File: config.mk
export PLATFORM = sky130hd
export DESIGN_NAME = rom_patch_unit
export DESIGN_NICKNAME = d
export VERILOG_FILES = /design/src/core/rom_patch_pkg.sv /design/src/core/patch_match.sv /design/src/core/rom_patch_unit.sv
export SDC_FILE = /design/constraint.sdc
export NUM_CORES = 2
export LEC_CHECK = 0
export BUFFER_PORTS_ARGS = -buffer_cell sky130_fd_sc_hd__buf_2
export CORE_ASPECT_RATIO = 1.4
export CORE_UTILIZATION = 50
export DETAILED_ROUTE_END_ITERATION = 6
export PLACE_DENSITY = 0.67
export SYNTH_ARGS = -nofsm -noshare
export SYNTH_HDL_FRONTEND = slang
export SYNTH_SLANG_ARGS = --single-unit
File: constraint.sdc
create_clock -name i_clock -period 8.5 [get_ports i_clock]
set_clock_uncertainty 0.1 [all_clocks]
set_input_delay 1.7 -clock i_clock [delete_from_list [all_inputs] [get_ports i_clock]]
set_output_delay 1.7 -clock i_clock [all_outputs]
set_load 0.02 [all_outputs]
File: src/core/rom_patch_pkg.sv
// Constants shared by the ROM patch unit and its entry matcher.
// Assumes a 32-bit AHB-Lite bus with word-sized patch entries.
package rom_patch_pkg;

  // Entry count and word width
  localparam int NUM_ENTRIES = 8;
  localparam int WORD_W = 32;
  localparam int IDX_W = 3;

  // Register window base 0x40008400, 1 KiB long
  localparam logic [21:0] WIN_TAG = 22'h100021;
  localparam int WIN_LSB = 10;

  // Word offsets (byte offset / 4) inside the window
  localparam logic [7:0] OFS_ENTRY_LIMIT = 8'h10;
  localparam logic [7:0] OFS_VALID = 8'h10;
  localparam logic [7:0] OFS_DISABLE = 8'h11;
  localparam logic [7:0] OFS_ENABLE = 8'h12;

  // Reset values
  localparam logic [31:0] RST_WORD = 32'h0000_0000;
  localparam logic [7:0] RST_FLAGS = 8'h00;

  // AHB encodings
  localparam logic [1:0] HTRANS_NONSEQ = 2'h2;
  localparam logic [2:0] HSIZE_BYTE = 3'h0;
  localparam logic [2:0] HSIZE_HALF = 3'h1;
  localparam logic HRESP_OKAY = 1'b0;

endpackage

File: src/core/patch_match.sv
// Parallel address comparators and priority multiplexer for patch entries.
// Assumes stored addresses and valid flags come from registers on the same clock.
`timescale 1ns/10ps

module patch_match (
  // Bus address under test
  input wire logic [31:0] i_addr,
  // Entry storage
  input wire logic [7:0][31:0] i_match_addr,
  input wire logic [7:0][31:0] i_replace_word,
  input wire logic [7:0] i_valid,
  // Result
  output logic [7:0] o_match,
  output logic o_hit,
  output logic [2:0] o_hit_idx,
  output logic [31:0] o_word
);

  // [RULE6] eight parallel comparators
  always_comb begin
    for (int i = 0; i < rom_patch_pkg::NUM_ENTRIES; i++) begin
      o_match[i] = (i_addr[31:2] == i_match_addr[i][31:2]);
    end
  end

  // [RULE8] highest index wins
  always_comb begin
    o_hit = 1'b0;
    o_hit_idx = 3'h0;
    o_word = rom_patch_pkg::RST_WORD;
    for (int i = 0; i < rom_patch_pkg::NUM_ENTRIES; i++) begin
      if (o_match[i] && i_valid[i]) begin
        o_hit = 1'b1;
        o_hit_idx = 3'(i);
        o_word = i_replace_word[i];
      end
    end
  end

endmodule

File: src/core/rom_patch_unit.sv
// ROM patch unit: AHB-Lite register slave plus substitution on ROM read data.
// Assumes the ROM controller returns read data with a valid strobe in the
// data phase of the access whose address phase the unit saw on the bus.
`timescale 1ns/10ps

// Function
// [RULE1] All configuration registers are read and written as an AHB-Lite slave; the valid register ignores writes, disable and enable read zero.
// [RULE2] The unit runs on the bus clock and holds nothing over reset, so software reloads it.
// [RULE3] Eight entries each pair a match address word with a replacement word at adjacent offsets.
// [RULE4] Software writes an entry's address before its replacement word.
// [RULE5] Writing the replacement word after the address sets that entry's valid flag by itself.
// [RULE6] The bus address is compared against all eight entries at once.
// [RULE7] A valid matching entry supplies its word in place of the ROM data.
// [RULE8] Among several valid matches the highest entry index wins.
// [RULE9] A one in the disable register clears the valid flag of that entry only.
// [RULE10] A one in the enable register sets the valid flag of that entry again.
// [RULE11] Substitution is a multiplexer between ROM data and the stored word.
// [RULE12] The registers are decoded in the window 0x40008400 to 0x400087ff.
// [RULE13] Software picks a free entry and weighs priority before programming a pair.
// [RULE14] Without a valid match the ROM data passes through unchanged.
module rom_patch_unit (
  // Clock and reset
  input wire logic i_clock,
  input wire logic i_sys_rst,
  // AHB-Lite slave
  input wire logic i_hsel,
  input wire logic [31:0] i_haddr,
  input wire logic [1:0] i_htrans,
  input wire logic i_hwrite,
  input wire logic [2:0] i_hsize,
  input wire logic [31:0] i_hwdata,
  input wire logic i_hready,
  output logic [31:0] o_hrdata,
  output logic o_hreadyout,
  output logic o_hresp,
  // ROM controller read data path
  input wire logic [31:0] i_rom_rdata,
  input wire logic i_rom_rvalid,
  output logic [31:0] o_rom_rdata,
  output logic o_rom_rvalid,
  output logic o_patch_hit
);

  // Byte lanes of a write from its size and low address bits
  function automatic logic [3:0] byte_mask(input logic [2:0] size, input logic [1:0] lo);
    logic [3:0] m;
    m = 4'hf;
    if (size == rom_patch_pkg::HSIZE_BYTE) begin
      m = 4'(4'h1 << lo);
    end else if (size == rom_patch_pkg::HSIZE_HALF) begin
      m = lo[1] ? 4'hc : 4'h3;
    end
    return m;
  endfunction

  // Merge write data into an old word under a lane mask
  function automatic logic [31:0] merge(input logic [31:0] old, input logic [31:0] wd,
                                        input logic [3:0] m);
    logic [31:0] r;
    r = old;
    for (int b = 0; b < 4; b++) begin
      if (m[b]) begin
        r[8*b +: 8] = wd[8*b +: 8];
      end
    end
    return r;
  endfunction

  // Storage
  logic [7:0][31:0] match_addr_ff;
  logic [7:0][31:0] replace_word_ff;
  logic [7:0] valid_ff;
  logic [7:0] addr_seen_ff;
  logic [7:0] nxt_valid;

  // Bus phase tracking
  logic wr_pend_ff;
  logic [7:0] wr_ofs_ff;
  logic [3:0] wr_mask_ff;
  logic rd_pend_ff;
  logic rd_inwin_ff;
  logic [7:0] rd_ofs_ff;
  logic [31:0] hrdata_ff;
  logic hreadyout_ff;
  logic hresp_ff;

  // Patch path
  logic hit_ff;
  logic [2:0] hit_idx_ff;
  logic [31:0] word_ff;
  logic [31:0] rom_rdata_ff;
  logic rom_rvalid_ff;
  logic patch_hit_ff;

  // Matcher results
  logic [7:0] match_vec;
  logic lookup_hit;
  logic [2:0] lookup_idx;
  logic [31:0] lookup_word;

  // Address phase decode
  logic bus_req;
  logic in_win;
  logic reg_req;
  logic lookup;
  assign bus_req = i_hsel && i_hready && i_htrans[1];
  // [RULE12] window decode on upper address bits
  assign in_win = (i_haddr[31:rom_patch_pkg::WIN_LSB] == rom_patch_pkg::WIN_TAG);
  assign reg_req = bus_req && in_win;
  assign lookup = i_hready && i_htrans[1] && !i_hwrite;

  // Committed write decode
  logic wr_entry;
  logic [2:0] wr_idx;
  logic wr_is_data;
  logic data_commit;
  logic addr_commit;
  logic dis_commit;
  logic ena_commit;
  assign wr_entry = wr_ofs_ff < rom_patch_pkg::OFS_ENTRY_LIMIT;
  assign wr_idx = wr_ofs_ff[3:1];
  assign wr_is_data = wr_ofs_ff[0];
  assign data_commit = wr_pend_ff && wr_entry && wr_is_data;
  assign addr_commit = wr_pend_ff && wr_entry && !wr_is_data;
  assign dis_commit = wr_pend_ff && (wr_ofs_ff == rom_patch_pkg::OFS_DISABLE);
  assign ena_commit = wr_pend_ff && (wr_ofs_ff == rom_patch_pkg::OFS_ENABLE);

  // [RULE1] capture write address phase
  always_ff @(posedge i_clock) begin
    if (i_sys_rst) begin
      wr_pend_ff <= 1'b0;
      wr_ofs_ff <= 8'h00;
      wr_mask_ff <= 4'h0;
    end else begin
      wr_pend_ff <= reg_req && i_hwrite;
      wr_ofs_ff <= i_haddr[9:2];
      wr_mask_ff <= byte_mask(i_hsize, i_haddr[1:0]);
    end
  end

  // [RULE3] entry address and word storage
  // [RULE2] cleared by every reset
  always_ff @(posedge i_clock) begin
    if (i_sys_rst) begin
      match_addr_ff <= '0;
      replace_word_ff <= '0;
    end else if (addr_commit) begin
      match_addr_ff[wr_idx] <= merge(match_addr_ff[wr_idx], i_hwdata, wr_mask_ff);
    end else if (data_commit) begin
      replace_word_ff[wr_idx] <= merge(replace_word_ff[wr_idx], i_hwdata, wr_mask_ff);
    end
  end

  // Address written since last pairing
  always_ff @(posedge i_clock) begin
    if (i_sys_rst) begin
      addr_seen_ff <= rom_patch_pkg::RST_FLAGS;
    end else if (addr_commit) begin
      addr_seen_ff[wr_idx] <= 1'b1;
    end else if (data_commit) begin
      addr_seen_ff[wr_idx] <= 1'b0;
    end
  end

  // Valid flag next value
  always_comb begin
    nxt_valid = valid_ff;
    // [RULE9] disable strobe clears flagged entries
    if (dis_commit) begin
      nxt_valid = valid_ff & ~i_hwdata[7:0];
    end
    // [RULE10] enable strobe sets flagged entries
    if (ena_commit) begin
      nxt_valid = valid_ff | i_hwdata[7:0];
    end
    // [RULE5] auto set on completed pair
    if (data_commit && addr_seen_ff[wr_idx]) begin
      nxt_valid[wr_idx] = 1'b1;
    end
  end

  // Valid flags
  always_ff @(posedge i_clock) begin
    if (i_sys_rst) begin
      valid_ff <= rom_patch_pkg::RST_FLAGS;
    end else begin
      valid_ff <= nxt_valid;
    end
  end

  // Read address phase, one wait state
  always_ff @(posedge i_clock) begin
    if (i_sys_rst) begin
      rd_pend_ff <= 1'b0;
      rd_inwin_ff <= 1'b0;
      rd_ofs_ff <= 8'h00;
    end else begin
      rd_pend_ff <= bus_req && !i_hwrite;
      rd_inwin_ff <= in_win;
      rd_ofs_ff <= i_haddr[9:2];
    end
  end

  // [RULE1] read data and ready
  always_ff @(posedge i_clock) begin
    if (i_sys_rst) begin
      hrdata_ff <= rom_patch_pkg::RST_WORD;
      hreadyout_ff <= 1'b1;
      hresp_ff <= rom_patch_pkg::HRESP_OKAY;
    end else begin
      hresp_ff <= rom_patch_pkg::HRESP_OKAY;
      hreadyout_ff <= !(bus_req && !i_hwrite);
      if (rd_pend_ff) begin
        hrdata_ff <= rom_patch_pkg::RST_WORD;
        if (rd_inwin_ff && rd_ofs_ff < rom_patch_pkg::OFS_ENTRY_LIMIT) begin
          hrdata_ff <= rd_ofs_ff[0] ? replace_word_ff[rd_ofs_ff[3:1]]
                                    : match_addr_ff[rd_ofs_ff[3:1]];
        end else if (rd_inwin_ff && rd_ofs_ff == rom_patch_pkg::OFS_VALID) begin
          hrdata_ff <= {24'h000000, valid_ff};
        end
      end
    end
  end

  // Entry matcher
  patch_match u_match (
    .i_addr(i_haddr),
    .i_match_addr(match_addr_ff),
    .i_replace_word(replace_word_ff),
    .i_valid(valid_ff),
    .o_match(match_vec),
    .o_hit(lookup_hit),
    .o_hit_idx(lookup_idx),
    .o_word(lookup_word)
  );

  // [RULE6] hold lookup result for the data phase
  always_ff @(posedge i_clock) begin
    if (i_sys_rst) begin
      hit_ff <= 1'b0;
      hit_idx_ff <= 3'h0;
      word_ff <= rom_patch_pkg::RST_WORD;
    end else if (lookup) begin
      hit_ff <= lookup_hit;
      hit_idx_ff <= lookup_idx;
      word_ff <= lookup_word;
    end
  end

  // [RULE11] data bus multiplexer
  // [RULE7] [RULE14] patched or passed word
  always_ff @(posedge i_clock) begin
    if (i_sys_rst) begin
      rom_rdata_ff <= rom_patch_pkg::RST_WORD;
      rom_rvalid_ff <= 1'b0;
      patch_hit_ff <= 1'b0;
    end else begin
      rom_rvalid_ff <= i_rom_rvalid;
      patch_hit_ff <= i_rom_rvalid && hit_ff;
      if (i_rom_rvalid) begin
        rom_rdata_ff <= hit_ff ? word_ff : i_rom_rdata;
      end
    end
  end

  // Outputs
  assign o_hrdata = hrdata_ff;
  assign o_hreadyout = hreadyout_ff;
  assign o_hresp = hresp_ff;
  assign o_rom_rdata = rom_rdata_ff;
  assign o_rom_rvalid = rom_rvalid_ff;
  assign o_patch_hit = patch_hit_ff;

  // Read takes one wait state then completes
  chk_read_wait_state: assert property ( // [RULE1]
    @(posedge i_clock) disable iff (i_sys_rst)
    (bus_req && !i_hwrite) |=> !o_hreadyout ##1 o_hreadyout)
    else $error("read wait state wrong");

  // Full address write lands in the entry
  chk_addr_stored: assert property ( // [RULE3]
    @(posedge i_clock) disable iff (i_sys_rst)
    (addr_commit && wr_mask_ff == 4'hf) |=> match_addr_ff[$past(wr_idx)] == $past(i_hwdata))
    else $error("match address not stored");

  // Pair completion sets valid
  chk_valid_auto_set: assert property ( // [RULE5]
    @(posedge i_clock) disable iff (i_sys_rst)
    (data_commit && addr_seen_ff[wr_idx]) |=> valid_ff[$past(wr_idx)])
    else $error("valid not set after pair");

  // Disable clears flagged bits
  chk_disable_clears: assert property ( // [RULE9]
    @(posedge i_clock) disable iff (i_sys_rst)
    dis_commit |=> ((valid_ff & $past(i_hwdata[7:0])) == 8'h00)
      && ((valid_ff & ~$past(i_hwdata[7:0])) == ($past(valid_ff) & ~$past(i_hwdata[7:0]))))
    else $error("disable strobe wrong");

  // Enable sets flagged bits
  chk_enable_sets: assert property ( // [RULE10]
    @(posedge i_clock) disable iff (i_sys_rst)
    ena_commit |=> ((valid_ff & $past(i_hwdata[7:0])) == $past(i_hwdata[7:0])))
    else $error("enable strobe wrong");

  // Patched word replaces ROM data
  chk_patch_word: assert property ( // [RULE7]
    @(posedge i_clock) disable iff (i_sys_rst)
    (i_rom_rvalid && hit_ff) |=> o_rom_rvalid && o_patch_hit && o_rom_rdata == $past(word_ff))
    else $error("patch word not driven");

  // ROM data passes without a hit
  chk_rom_pass: assert property ( // [RULE14]
    @(posedge i_clock) disable iff (i_sys_rst)
    (i_rom_rvalid && !hit_ff) |=> !o_patch_hit && o_rom_rdata == $past(i_rom_rdata))
    else $error("rom data altered");

  // Top valid match wins
  chk_top_entry_wins: assert property ( // [RULE8]
    @(posedge i_clock) disable iff (i_sys_rst)
    (lookup && match_vec[7] && valid_ff[7]) |=> hit_ff && hit_idx_ff == 3'h7)
    else $error("priority order wrong");

  // Reads outside the window return zero
  chk_window_decode: assert property ( // [RULE12]
    @(posedge i_clock) disable iff (i_sys_rst)
    (bus_req && !i_hwrite && !in_win) |-> ##2 o_hrdata == 32'h00000000)
    else $error("outside window read nonzero");

endmodule

# --- Word-level counts from Yosys, hierarchy flattened ---
# Cells that the tools add are included.
op_classes:
  add_sub_neg: 0
  mul: 0
  div_mod_pow: 0
  magnitude_cmp: 3
  eq_ne: 13
  shift: 1
  n_mux: 68
  bitwise_logic: 8
  reduce_logical: 31
op_table:
  columns: ["operator", "n"]
  rows:
  - ["bitwise mux 256 bit", 2]
  - ["two-way mux 32 bit", 14]
  - ["two-way mux 8 bit", 34]
  - ["== test 30 bit", 8]
  - ["binary-select mux 32 bit (select 3 bit)", 2]
  - ["demux 32 bit (select 3 bit)", 1]
  - ["logical AND 1 bit", 25]
  - ["== test 8 x 5 -> 1 bit (second input constant)", 3]
  - ["OR 8 bit", 3]
  - ["== test 22 x 21 -> 1 bit (second input constant)", 1]
  - ["bitwise AND 8 bit", 2]
  - ["inverter 8 bit", 2]
  - ["two-way mux 4 bit", 3]
  - ["two-way mux 1 bit", 10]
  - ["less-than comparator 8 x 5 -> 1 bit (second input constant)", 1]
  - ["less-than comparator 3 x 4 -> 1 bit (second input constant)", 1]
  - ["left shift 1 x 2 -> 4 bit (first input constant)", 1]
  - ["binary-select mux 1 bit (select 3 bit)", 1]
  - ["demux 1 bit (select 3 bit)", 1]
  - ["== test 3 x 1 -> 1 bit (second input constant)", 1]
  - [">= comparator 3 x 1 -> 1 bit (second input constant)", 1]
  - ["logical NOT 1 bit", 3]
  - ["logical NOT 3 bit", 1]
  - ["AND reduction 2 bit", 1]
  - ["2 further kinds", 2]
word_totals:
  register_bits: 643
  latchBits: 0
  ramBits: 0
  rom_bits: 0
  in_bits: 107
  mem_count: 0

# --- Logic depth before layout (Yosys ltp) ---
depth:
  depth_word: 10
  mapped_depth: 11
  depth_no_buf: 7

# --- Cells and area by module ---
# A second synthesis with hierarchy kept.
unflattened:
  hier_cells: 3699
  area_unflattened_um2: 32001.9
by_module_without_submodules:
  columns: ["module", "n_inst", "cells_each", "area_each_um2", "seq_area_each_um2"]
  rows:
  - ["rom_patch_unit", 1, 2963, 26890.8, 12872.3]
  - ["patch_match", 1, 736, 5111.2, 0.0]

# --- Worst setup path before layout ---
# OpenSTA, ideal clock, no wires.
synth_path:
  path_type: "input port to flip-flop"
  from: "in i_haddr[14]"
  to: "reg word_ff[29]"
  setup_time_ns: 0.122
  arrival_time_ns: 3.767
  required_ns: 8.278
  slack_ns: 4.510
  path_stages: 9
  path_buffers: 2
  path_cell_list: "buf_2 -> xnor2_1 -> nand4_1 -> or4_4 -> nor4_4 -> nor2_1 -> clkbuf_1 -> a221oi_1 -> o21ai_1"
synth_between:
  elab_chain_len: 10
  word_cells_on_any_way: 24
  cone_classes: "8 x eq/ne; 8 x mux; 8 x reduce/logical"
synth_lines:
  columns: ["item", "line_no", "source"]
  rows:
  - ["from (decl)", "rom_patch_unit.sv:27", "input wire logic [31:0] i_haddr,"]
  - ["== test 30 bit", "patch_match.sv:22", "o_match[i] = (i_addr[31:2] == i_match_addr[i][31:2]);"]
  - ["logical AND 1 bit", "patch_match.sv:32", "if (o_match[i] && i_valid[i]) begin"]
  - ["two-way mux 32 bit (7 in a row)", "patch_match.sv:32", null]
  - ["two-way mux 32 bit *", "patch_match.sv:32", null]
  - ["to (signal assigned)", "rom_patch_unit.sv:242", "word_ff <= rom_patch_pkg::RST_WORD;"]
  - ["to (signal assigned)", "rom_patch_unit.sv:246", "word_ff <= lookup_word;"]
  - ["to (decl)", "rom_patch_unit.sv:90", "logic [31:0] word_ff;"]
# Every way passes the cells marked *; elsewhere a longest branch is shown, timed or not.
# A chain may end at the register's enable or synchronous reset.

# --- Final worst setup path ---
layout_path:
  from: "in i_haddr[6]"
  to: "reg word_ff[5]"
# The elaborated chain is that of the path after synthesis.

==> metrics.yaml <==
post-route-util_pct: 56.2
cts.clk_slew.worst_paths_ns: 0.06
synthCells: 3947
setup_viol_count_final: 0
synthTopCellsByArea: "dfxtp_1, nor2_1, a22oi_1"
pin_count: 175
synth.distinct_cells: 59
drt_wl_total_um: 131000
hold_class: "flop to flop"
async_reset_ff_share_pct: 0
violations: "DRC"
cp-end-kind: "flop"
status: "finished with violations"
nets: 4029
die_area_um2: 62200
fmax_mhz: 180
cp_top_family: "simple AND/OR/NAND/NOR gates"
vias_per_cell: 6.42
ys_warn_count: 0
worstSetupStartpointType: "primary input"
drc: 1
cp_slowest_cell: "nor4_1"
antenna_found_initial: 4
power_mw: 6.58
postCtsSetupBuffers: 0
hold_viol: 0
max_stage_delay_ns: 0.82
required_ns: 8.89
die_width_um: 211
yosys-top-cells-count: "nor2_1, dfxtp_1, nand2_1, a21oi_1, clkbuf_1"
fillers: 5874
fin_cells: 4793
holdBufCountCts: 0
drt_pre_antenna_iters: 7
synth-edff-count: 0
grt_pass1_wl_um: 188000
synth_area_um2: 30600
clockBufferDepth: 3
cts_sinks: 643
synthFlopType: "dfxtp_1"
drive_above_1_share_pct: 10.0
p_leak_nw: 12.0
max_cap_violations: 0
fin_crit_sh_pct: 65.3
pwr_density_cell_nw_per_um2: 193
ys_ff_latch: 643
root_buffer: "clkbuf_16"
maxSlewHeadroom_pct: 11.7
post-synth-top-area-cell: "dfxtp_1"
grt_pass1_vias: 28300
antenna_left: 0
synth_most_common_cell: "nor2_1"
start_util_pct: 50.5
h-tree-depth: 3
wl_per_cell_um: 27.3
grt_max_degree: 113
track_usage_pct: 41.1
clock_latency_ns: 0.62
crit_chain: "buf_2 > xnor2_1 > nand3_1 > nor4_1 > nand2_1 > and2_1 > buf_4 > a221oi_1 > a32oi_1"
critPathMaxFanout: 18
cts_tree: "done"
final-seq-area_um2: 12900
min_period_ns: 5.55
synth_top_area_share_pct: 42.1
vias: 30800
routabilityCongestion: 1.06
synth.avg_cell_area_um2: 7.76
tns_ns: 0
place_area_um2: 31900
rsz0062_at_grt: "false"
multi_input_area_um2: 16400
synth_nets: 4054
grt-ovfl-total: 0
placementRows: 107
path_buf_inv: 2
numPortBuffers: 172
area_delta_synth_final_pct: 11.3
cp.arrival_ns: 5.94
dp_hpwl_um: 82200
rrSetupSlack_ns: 3.87
fp.dieH_um: 295
ys_seq_area_share_pct: 42.1
core_um2: 60600
ctsResizeCount: 0
dp.cells: 4671
cts_buffers: 66
drv_slew: 0
vdd_drop_max_uv: 140
drt-initial-drc-count: 4408
worst_pin_slew_ns: 1.32
fin_area_um2: 34100
path_class: "primary input to flop"
==> power breakdown <==
group | switching [mW] | total [mW] | internal [mW]
clock network | 1.31 | 3.04 | 1.73
registers | 0.0151 | 3.05 | 3.03
logic | 0.378 | 0.492 | 0.114
==> cell type report <==
| cell class | instances | area share, % |
|---|---|---|
| antenna | 3 | 0.0220 |
| multi-input combinational | 2915 | 48.1 |
| clock inverter | 22 | 0.742 |
| inverter | 64 | 0.705 |
| timing repair buffer | 232 | 3.88 |
| tap | 817 | 3.00 |
| clock buffer | 97 | 5.75 |
| sequential | 643 | 37.8 |
==> metrics by stage <==
| step | setup slack [ns] | hold WS, ns |
|---|---|---|
| global route | 2.94 | 0.395 |
| detailed placement | 2.83 | 0.361 |
| CTS | 3.43 | 0.370 |
| finish | 2.95 | 0.371 |
| global placement | 2.84 | 0.348 |
| floorplan | 4.51 | 0.333 |
==> layout by cell type (no fill, tap or decap), types with 10 or more instances in the layout <==
cell       instances
nor2_1           712
dfxtp_1          640
nand2_1          401
a21oi_1          357
a22oi_1          265
o21ai_0          238
xnor2_1          193
buf_2            171
nand4_1          127
mux2i_1           72
clkbuf_16         67
inv_1             63
buf_4             60
nand3_1           57
o21ai_1           53
xor2_1            49
nand2b_1          45
a211oi_1          41
nor2b_1           38
a221oi_1          31
nor4_1            21
o211ai_1          19
or3_1             18
clkbuf_8          17
o221ai_1          16
a32oi_1           16
nand2_2           15
a21o_1            15
a211o_1           14
o2bb2ai_1         14
clkbuf_1          13
clkinv_2          10
==> cell families after synthesis <==
logic type	share of synthesized area [%]
AOI/OAI and AO/OA	22.2
xor gates and xnor gates	6.92
buffers and inverters	5.00
DFF	42.1
muxes	2.65
other	0.0123
and+or+nand+nor	21.2
==> tightest hold or removal path, cell delays in order, from the launching register on <==
cell,delay [ns]
dfxtp_1,0.31
nand2_1,0.06
a21oi_1,0.05
==> path summary, 6_finish.rpt <==
check,end,depth (start not counted),startpoint
max,word_ff[5],9,i_haddr[6]
min,flop,2,flop
max reg2reg,word_ff[5],8,match_addr_ff[166]
min reg2reg,flop,2,flop
==> sequential cells by signal (all words and copies together), names as in the netlist, named ones only <==
| register | cells |
|---|---|
| hit_ff | 1 |
| match_addr_ff | 256 |
| o_hrdata | 32 |
| o_hreadyout | 1 |
| o_patch_hit | 1 |
| o_rom_rdata | 32 |
| o_rom_rvalid | 1 |
| rd_inwin_ff | 1 |
| rd_ofs_ff | 8 |
| rd_pend_ff | 1 |
| replace_word_ff | 256 |
| valid_ff | 8 |
| word_ff | 32 |
| wr_mask_ff | 4 |
| wr_pend_ff | 1 |
==> layer usage <==
| metal | GRT usage (%) | part of all wire (%) | vias up |
|---|---|---|---|
| met4 | 33.1 | 9.0 | 4 |
| met2 | 61.9 | 43 | 2195 |
| met1 | 49.8 | 36 | 14300 |
| met5 | 0 | 0.021 | - |
| met3 | 10.2 | 12 | 616 |
| li1 | - | - | 13700 |
Note: power is estimated with default switching activity, not from simulation.
